### src/logic/gis_pkg.sv
/*
 Package for the second interrupt status and mask register pair:
 offsets, field positions, reset values and carrier structs.
 Assumes one clock domain and an 8-bit host register port.
*/
`default_nettype none
package gis_pkg;
  // ****************************************************************
  // Register map
  // ****************************************************************
  localparam logic [3:0] GIS_OFS_STAT_MASK = 4'h5;
  // ****************************************************************
  // Field positions
  // ****************************************************************
  localparam int GIS_BIT_SRQ     = 6;
  localparam int GIS_BIT_LOCKOUT = 5;
  localparam int GIS_BIT_REMOTE  = 4;
  localparam int GIS_BIT_CMDOUT  = 3;
  localparam int GIS_BIT_DMA_TX  = 5;
  localparam int GIS_BIT_DMA_RX  = 4;
  // ****************************************************************
  // Reset values
  // ****************************************************************
  localparam logic [7:0] GIS_MASK_RST = 8'h00;
  localparam logic       GIS_FLAG_RST = 1'b0;
  localparam logic [1:0] GIS_SYNC_RST = 2'h0;
  // ****************************************************************
  // Carrier types
  // ****************************************************************
  typedef struct packed {
    logic controller_in_charge;
    logic srq;
    logic rqs;
    logic dav;
    logic cacs;
    logic sgns;
    logic ren;
    logic listen_addr;
    logic lockout_req;
    logic local_req;
  } gis_gpib_t;
  typedef struct packed {
    logic       rd;
    logic       wr;
    logic [3:0] addr;
    logic [7:0] wdata;
  } gis_host_req_t;
endpackage
`default_nettype wire

### src/logic/gis_regs.sv
/*
 Second interrupt status/mask register pair: service request in,
 lockout, remote and command-out bits; only service request and command-out have enables.
 Assumes a synchronous 8-bit host port; bus conditions come
 from pins and are synchronised here.
*/
// Operation
// - Set service-request flag on condition rising
// - Clear it on reset or status read
// - Service request flag set only while in charge
// - Bit 5 shows lockout, never interrupts
// - Bit 4 shows remote state
// - Remote only with enable and listener address
// - Set command-out flag on condition rising
// - Clear command-out on read or state exit
// - Command-out set means command register empty
// - Mask bit 3 enables command-out interrupt
// - Summary is OR of enabled flags
// - Flag changes wait until read finishes
// - Status and mask share offset five
`default_nettype none
module gis_regs
  import gis_pkg::*;
(
  // Clock and reset
  input  wire logic          clk_sys,
  input  wire logic          rstn,
  // Host port
  input  wire gis_host_req_t host_req,
  output var  logic [7:0]    rdata_q,
  output var  logic          rvalid_q,
  // Bus pins
  input  wire gis_gpib_t     gpib_pins,
  // Outputs
  output var  logic          irq_q,
  output var  logic          cmd_out_empty_q
);
  // ****************************************************************
  // Pin synchronisers
  // ****************************************************************
  localparam int NPIN = $bits(gis_gpib_t);
  logic [NPIN-1:0] s1_q;
  logic [NPIN-1:0] s2_q;
  logic [NPIN-1:0] s3_q;
  logic [NPIN-1:0] stable_q;
  logic [NPIN-1:0] stable_d;
  gis_gpib_t       pin;

  generate
    for (genvar i = 0; i < NPIN; i++) begin : g_sync
      always_comb begin
        stable_d[i] = (s2_q[i] == s3_q[i]) ? s3_q[i] : stable_q[i];
      end
    end
  endgenerate

  always_ff @(posedge clk_sys) begin
    if (!rstn) begin
      s1_q     <= '0;
      s2_q     <= '0;
      s3_q     <= '0;
      stable_q <= '0;
    end else begin
      s1_q     <= gpib_pins;
      s2_q     <= s1_q;
      s3_q     <= s2_q;
      stable_q <= stable_d;
    end
  end
  assign pin = gis_gpib_t'(stable_q);

  // ****************************************************************
  // Remote/local function
  // ****************************************************************
  logic remote_q;
  logic lockout_q;

  gis_rl_state u_rl (
    .clk_sys     (clk_sys),
    .rstn        (rstn),
    .ren         (pin.ren),
    .listen_addr (pin.listen_addr),
    .lockout_req (pin.lockout_req),
    .local_req   (pin.local_req),
    .remote_q    (remote_q),
    .lockout_q   (lockout_q)
  );

  // ****************************************************************
  // Status flags and mask
  // ****************************************************************
  logic       srq_cond;
  logic       co_cond;
  logic       srq_cond_q;
  logic       co_cond_q;
  logic       srq_cond_d;
  logic       co_cond_d;
  logic       srq_flag_q;
  logic       srq_flag_d;
  logic       co_flag_q;
  logic       co_flag_d;
  logic       srq_pend_q;
  logic       srq_pend_d;
  logic       co_set_pend_q;
  logic       co_set_pend_d;
  logic       co_clr_pend_q;
  logic       co_clr_pend_d;
  logic [7:0] mask_q;
  logic [7:0] mask_d;
  logic       rd_hit;
  logic       wr_hit;
  logic [7:0] rdata_d;
  logic       irq_d;

  // ****************************************************************
  // Host decode and mask register
  // ****************************************************************
  always_comb begin
    rd_hit   = host_req.rd && (host_req.addr == GIS_OFS_STAT_MASK);
    wr_hit   = host_req.wr && (host_req.addr == GIS_OFS_STAT_MASK);
    mask_d = mask_q;
    if (wr_hit) begin
      mask_d = host_req.wdata;
      // DMA enables held at zero; feature absent
      mask_d[GIS_BIT_DMA_TX] = 1'b0;
      mask_d[GIS_BIT_DMA_RX] = 1'b0;
    end
  end

  always_ff @(posedge clk_sys) begin
    if (!rstn) begin
      mask_q <= GIS_MASK_RST;
    end else begin
      mask_q <= mask_d;
    end
  end

  // ****************************************************************
  // Status flags, read clear and deferral
  // ****************************************************************
  always_comb begin
    srq_cond = pin.controller_in_charge && pin.srq && !(pin.rqs && pin.dav);
    co_cond  = pin.cacs && pin.sgns;
    srq_cond_d = srq_cond;
    co_cond_d  = co_cond;
    // Events during a read are held and applied afterwards
    srq_pend_d    = srq_pend_q || (srq_cond && !srq_cond_q);
    co_set_pend_d = co_set_pend_q || (co_cond && !co_cond_q);
    co_clr_pend_d = co_clr_pend_q || !co_cond;
    srq_flag_d = srq_flag_q;
    co_flag_d  = co_flag_q;
    if (rd_hit) begin
      srq_flag_d = 1'b0;
      co_flag_d  = 1'b0;
    end else begin
      if (srq_pend_d) begin
        srq_flag_d = 1'b1;
      end
      if (co_clr_pend_d && !co_cond) begin
        co_flag_d = 1'b0;
      end else if (co_set_pend_d) begin
        co_flag_d = 1'b1;
      end
      srq_pend_d    = 1'b0;
      co_set_pend_d = 1'b0;
      co_clr_pend_d = 1'b0;
    end
  end

  always_ff @(posedge clk_sys) begin
    if (!rstn) begin
      srq_cond_q    <= GIS_FLAG_RST;
      co_cond_q     <= GIS_FLAG_RST;
      srq_flag_q    <= GIS_FLAG_RST;
      co_flag_q     <= GIS_FLAG_RST;
      srq_pend_q    <= GIS_FLAG_RST;
      co_set_pend_q <= GIS_FLAG_RST;
      co_clr_pend_q <= GIS_FLAG_RST;
    end else begin
      srq_cond_q    <= srq_cond_d;
      co_cond_q     <= co_cond_d;
      srq_flag_q    <= srq_flag_d;
      co_flag_q     <= co_flag_d;
      srq_pend_q    <= srq_pend_d;
      co_set_pend_q <= co_set_pend_d;
      co_clr_pend_q <= co_clr_pend_d;
    end
  end

  // ****************************************************************
  // Read answer and summary interrupt
  // ****************************************************************
  always_comb begin
    rdata_d = 8'h00;
    rdata_d[GIS_BIT_SRQ]     = srq_flag_q;
    rdata_d[GIS_BIT_LOCKOUT] = lockout_q;
    rdata_d[GIS_BIT_REMOTE]  = remote_q;
    rdata_d[GIS_BIT_CMDOUT]  = co_flag_q;
    if (!rd_hit) begin
      rdata_d = 8'h00;
    end
    // Lockout has no enable and stays out of the summary
    irq_d = (srq_flag_d && mask_d[GIS_BIT_SRQ]) ||
            (co_flag_d && mask_d[GIS_BIT_CMDOUT]);
  end

  always_ff @(posedge clk_sys) begin
    if (!rstn) begin
      rdata_q         <= 8'h00;
      rvalid_q        <= 1'b0;
      irq_q           <= 1'b0;
      cmd_out_empty_q <= 1'b0;
    end else begin
      rdata_q         <= rdata_d;
      rvalid_q        <= rd_hit;
      irq_q           <= irq_d;
      cmd_out_empty_q <= co_flag_d;
    end
  end
endmodule
`default_nettype wire

### src/logic/gis_rl_state.sv
/*
 Remote/local state tracker: remote and lockout levels.
 Assumes inputs already synchronised to clk_sys.
*/
`default_nettype none
module gis_rl_state
  import gis_pkg::*;
(
  // Clock and reset
  input  wire logic clk_sys,
  input  wire logic rstn,
  // Bus conditions
  input  wire logic ren,
  input  wire logic listen_addr,
  input  wire logic lockout_req,
  input  wire logic local_req,
  // State
  output var  logic remote_q,
  output var  logic lockout_q
);
  logic remote_d;
  logic lockout_d;

  always_comb begin
    remote_d  = remote_q;
    lockout_d = lockout_q;
    if (!ren) begin
      remote_d  = 1'b0;
      lockout_d = 1'b0;
    end else begin
      if (listen_addr && !(local_req && !lockout_q)) begin
        remote_d = 1'b1;
      end else if (local_req && !lockout_q) begin
        remote_d = 1'b0;
      end
      if (lockout_req) begin
        lockout_d = 1'b1;
      end
    end
  end

  always_ff @(posedge clk_sys) begin
    if (!rstn) begin
      remote_q  <= GIS_FLAG_RST;
      lockout_q <= GIS_FLAG_RST;
    end else begin
      remote_q  <= remote_d;
      lockout_q <= lockout_d;
    end
  end
endmodule
`default_nettype wire

### config.mk
export PLATFORM = sky130hd
export DESIGN_NAME = gis_regs
export DESIGN_NICKNAME = d
export VERILOG_FILES = /design/src/logic/gis_pkg.sv /design/src/logic/gis_regs.sv /design/src/logic/gis_rl_state.sv
export SDC_FILE = /design/constraint.sdc
export NUM_CORES = 1
export LEC_CHECK = 0
export CORE_MARGIN = 4
export CORE_UTILIZATION = 43
export CTS_CLUSTER_SIZE = 24
export DETAILED_ROUTE_END_ITERATION = 10
export DONT_BUFFER_PORTS = 1
export MAX_ROUTING_LAYER = met4
export SLEW_MARGIN = 5
export SYNTH_ARGS = -nofsm -noshare
export SYNTH_HDL_FRONTEND = slang
export SYNTH_SLANG_ARGS = --single-unit
### constraint.sdc
create_clock -name clk_sys -period 1.14 [get_ports clk_sys]
set_clock_uncertainty 0.2 [all_clocks]
set_input_delay 0.114 -clock clk_sys [delete_from_list [all_inputs] [get_ports clk_sys]]
set_output_delay 0.114 -clock clk_sys [all_outputs]
set_load 0.01 [all_outputs]
==> run metrics <==
count of inserted antenna diode cells=0; via count=1,035; met3 capacity usage during global routing=5.750%; Clock Pin Slew Worst Setup and Hold Paths=90 ps; mux contribution to synthesized area=1.151%; fill cell instance count of the final layout=342; root buffer cell=sky130_fd_sc_hd__clkbuf_8; power per unit of standard cell area=1728 nW/um^2; critical path fanouts, max=2; mean area per synthesized cell=10.80 um^2; busiest layer in global routing=met2; die height=71.60 um; fraction of the mapped netlist area in simple logic gates=21.80%; die width=71.60 um; CTS HTree Levels=2; max-slew violation total from the final report=0; Static Leakage=0.8146 nW; TritonCTS buffer count=5; post-synthesis instance total=161; GR Util All Layers=10.42%; final worst-path cycle share=102.9%; unrepaired setup endpoints after global routing=true; Avg WL per Cell=9.884 um; Final Hold Viols=51; sequential fraction of the synthesis area=64.46%; worst path arrival time=1180 ps; share of the synthesized area in compound gates (AO/OA/AOI/OAI)=8.849%; DP Cell Count=207; Clock Latency Late Sink=300 ps; Worst Hold Slack=-255.7 ps; via count of the first global-routing pass=965; Total Power=3.524 mW; vias per cell=4.600; kind of end point of the critical path=flop; Netlist cell types=23; routed wire length=2224 um; routability congestion estimate=0.6946; post-layout minimum cycle time=1174 ps; upper clock frequency limit=852.1 MHz; Sequential Area=1122 um^2; met2 Use GR=15.61%; number of antenna violations at the first check in global routing=0; buffers from clock root to sink, at most=2; launching element type of the critical path=flop; failing checks=hold timing, setup timing; final sum of negative setup slack=-33.58 ps; Area Overhead vs Synth=17.27%; min setup slack post-route=-33.58 ps; setup violation total in the final timing report=1; Pre-antenna DRT Iters=2; Max IR drop VDD=0.9164 mV; # DRC=0; DRC violation total after the first TritonRoute iteration=27; sinks on the clock net=56; die outline area=5126 um^2; critical path start-end classification=reg -> reg; buffers added on ports=0; total global routing overflow=0; sum of net half-perimeters after detailed placement=1516 um; post-layout instance count excluding filler cells=225; met1 global-route usage=11.14%; status=finished with violations; pin count of the biggest net entering global routing=49; remaining number of nets flagged by the antenna check after routing=0; count of warnings emitted by yosys=0; combinational family with the most area after synthesis=simple AND/OR/NAND/NOR gates; Synth Register Bits=56; combined area of the multi-input logic cells=576.8 um^2; Core Rows=22; required time at the worst-slack endpoint=1140 ps; net total in the final layout=203; placeable core region=3771 um^2; reported max-cap violation count=0; worst hold-check path type=in -> reg; xor-xnor portion of the synthesized cell area=0%; number of buffers inserted for hold repair after clock tree synthesis=11; wire length of the first global-routing pass=3988 um; adder-cell share of the synthesized area=0%; CTS tree=done; share of cells above drive strength 1=9.605%; number of placed I/O pins=37; post-synthesis cell area=1739 um^2; initial core utilization=46.12%
[synth_stat cells, drive strengths merged]
| master | number | area (um^2) |
|---|---|---|
| clkbuf | 4 | 15.01 |
| and4bb | 1 | 16.27 |
| nand3 | 1 | 5.000 |
| nor3 | 2 | 10.01 |
| and3 | 2 | 12.51 |
| and2 | 34 | 212.7 |
| nor2 | 6 | 22.52 |
| inv | 1 | 3.750 |
| and4b | 1 | 10.01 |
| a21oi | 1 | 5.000 |
| o21ai | 10 | 50.05 |
| o32ai | 1 | 8.760 |
| buf | 6 | 42.54 |
| nand2 | 16 | 62.56 |
| a21boi | 10 | 75.07 |
| dfxtp | 56 | 1121 |
| mux2i | 2 | 20.02 |
| o21a | 2 | 15.01 |
| nor2b | 3 | 18.77 |
| and4 | 1 | 8.760 |
| conb | 1 | 3.750 |
[per-stage QoR]
stage / cell area, um^2 / util (%) / hold slack, ps / setup WS (ps)
floorplan: 1750 / - / 41.29 / 1.756
global placement: 1790 / 47.48 / 41.31 / -37.21
detailed placement: 1790 / 47.48 / 43.68 / -65.02
CTS: 2034 / 53.95 / -272.6 / -40.66
global route: 2039 / 54.08 / -287.7 / -84.39
finish: 2039 / 54.08 / -255.7 / -33.58
[repair_timing]
item | in CTS | in global routing
buffers inserted | 0 | 0
gates resized for setup | 1 | 2
hold endpoints to repair | 52 | 50
endpoints found under the setup margin | 2 | 3
[power by group]
group	switching [mW]	internal (mW)	leakage, nW	total [mW]
combinational	0.0221	0.0563	0.294	0.0784
clock	0.568	0.864	0.0642	1.43
sequential	0.0145	2.00	0.457	2.01
[cell families (layout without fill, tap and decap cells)]
family,Yosys count,count (layout)
other cells,1,4
flops,56,56
compound gates,24,24
simple gates,67,67
mux,2,2
buf+inv,11,24
[worst paths after layout]
kind,startpoint,to,slack [ps],cells past startpoint
max,pin[6],irq_q,-30,4
min,rstn,s3_q[9],-260,1
max reg2reg,pin[6],irq_q,-30,4
min reg2reg,s1_q[6],s2_q[6],240,1
[layer usage]
layer  part of all wire, %  vias to the layer above
met5                     0                        -
met4                   1.5                        0
met3                   9.8                        4
met2                    42                       31
met1                    47                      458
li1                      -                      542
[cells in the final DEF (no fill, tap or decap), types with 2 or more instances in the layout]
| cell type | count |
|---|---|
| sky130_fd_sc_hd__and2_1 | 34 |
| sky130_fd_sc_hd__nand2_1 | 15 |
| sky130_fd_sc_hd__conb_1 | 4 |
| sky130_fd_sc_hd__a21boi_0 | 10 |
| sky130_fd_sc_hd__nor2b_1 | 3 |
| sky130_fd_sc_hd__clkbuf_8 | 5 |
| sky130_fd_sc_hd__bufinv_16 | 2 |
| sky130_fd_sc_hd__dfxtp_1 | 55 |
| sky130_fd_sc_hd__nor2_1 | 6 |
| sky130_fd_sc_hd__o21ai_0 | 10 |
| sky130_fd_sc_hd__and3_1 | 2 |
| sky130_fd_sc_hd__buf_4 | 5 |
| sky130_fd_sc_hd__dlygate4sd3_1 | 11 |
| sky130_fd_sc_hd__mux2i_1 | 2 |
| sky130_fd_sc_hd__o21a_1 | 2 |
[registers in the layout, indices dropped and copies added, names as in the netlist, 2 cells and up]
register / flops
pin: 10
s1_q: 10
s2_q: 10
s3_q: 10
rdata_q: 4
mask_q: 2
[layout make-up]
class                      instances  share of cell area [%]
sequential                        56                   55.03
multi-input combinational         97                   28.28
timing repair buffer              16                   7.239
clock buffer                       5                   3.374
clock inverter                     2                   2.945
tap                               48                   2.945
inverter                           1                  0.1840
[worst max-delay path, stage by stage (launching register included)]
cell and delay, ps:
sky130_fd_sc_hd__dfxtp_1 320, sky130_fd_sc_hd__nand2_1 70, sky130_fd_sc_hd__and4b_1 220, sky130_fd_sc_hd__nor3_2 50, sky130_fd_sc_hd__o32ai_1 220
No activity file was read; power rests on OpenSTA's default activity.
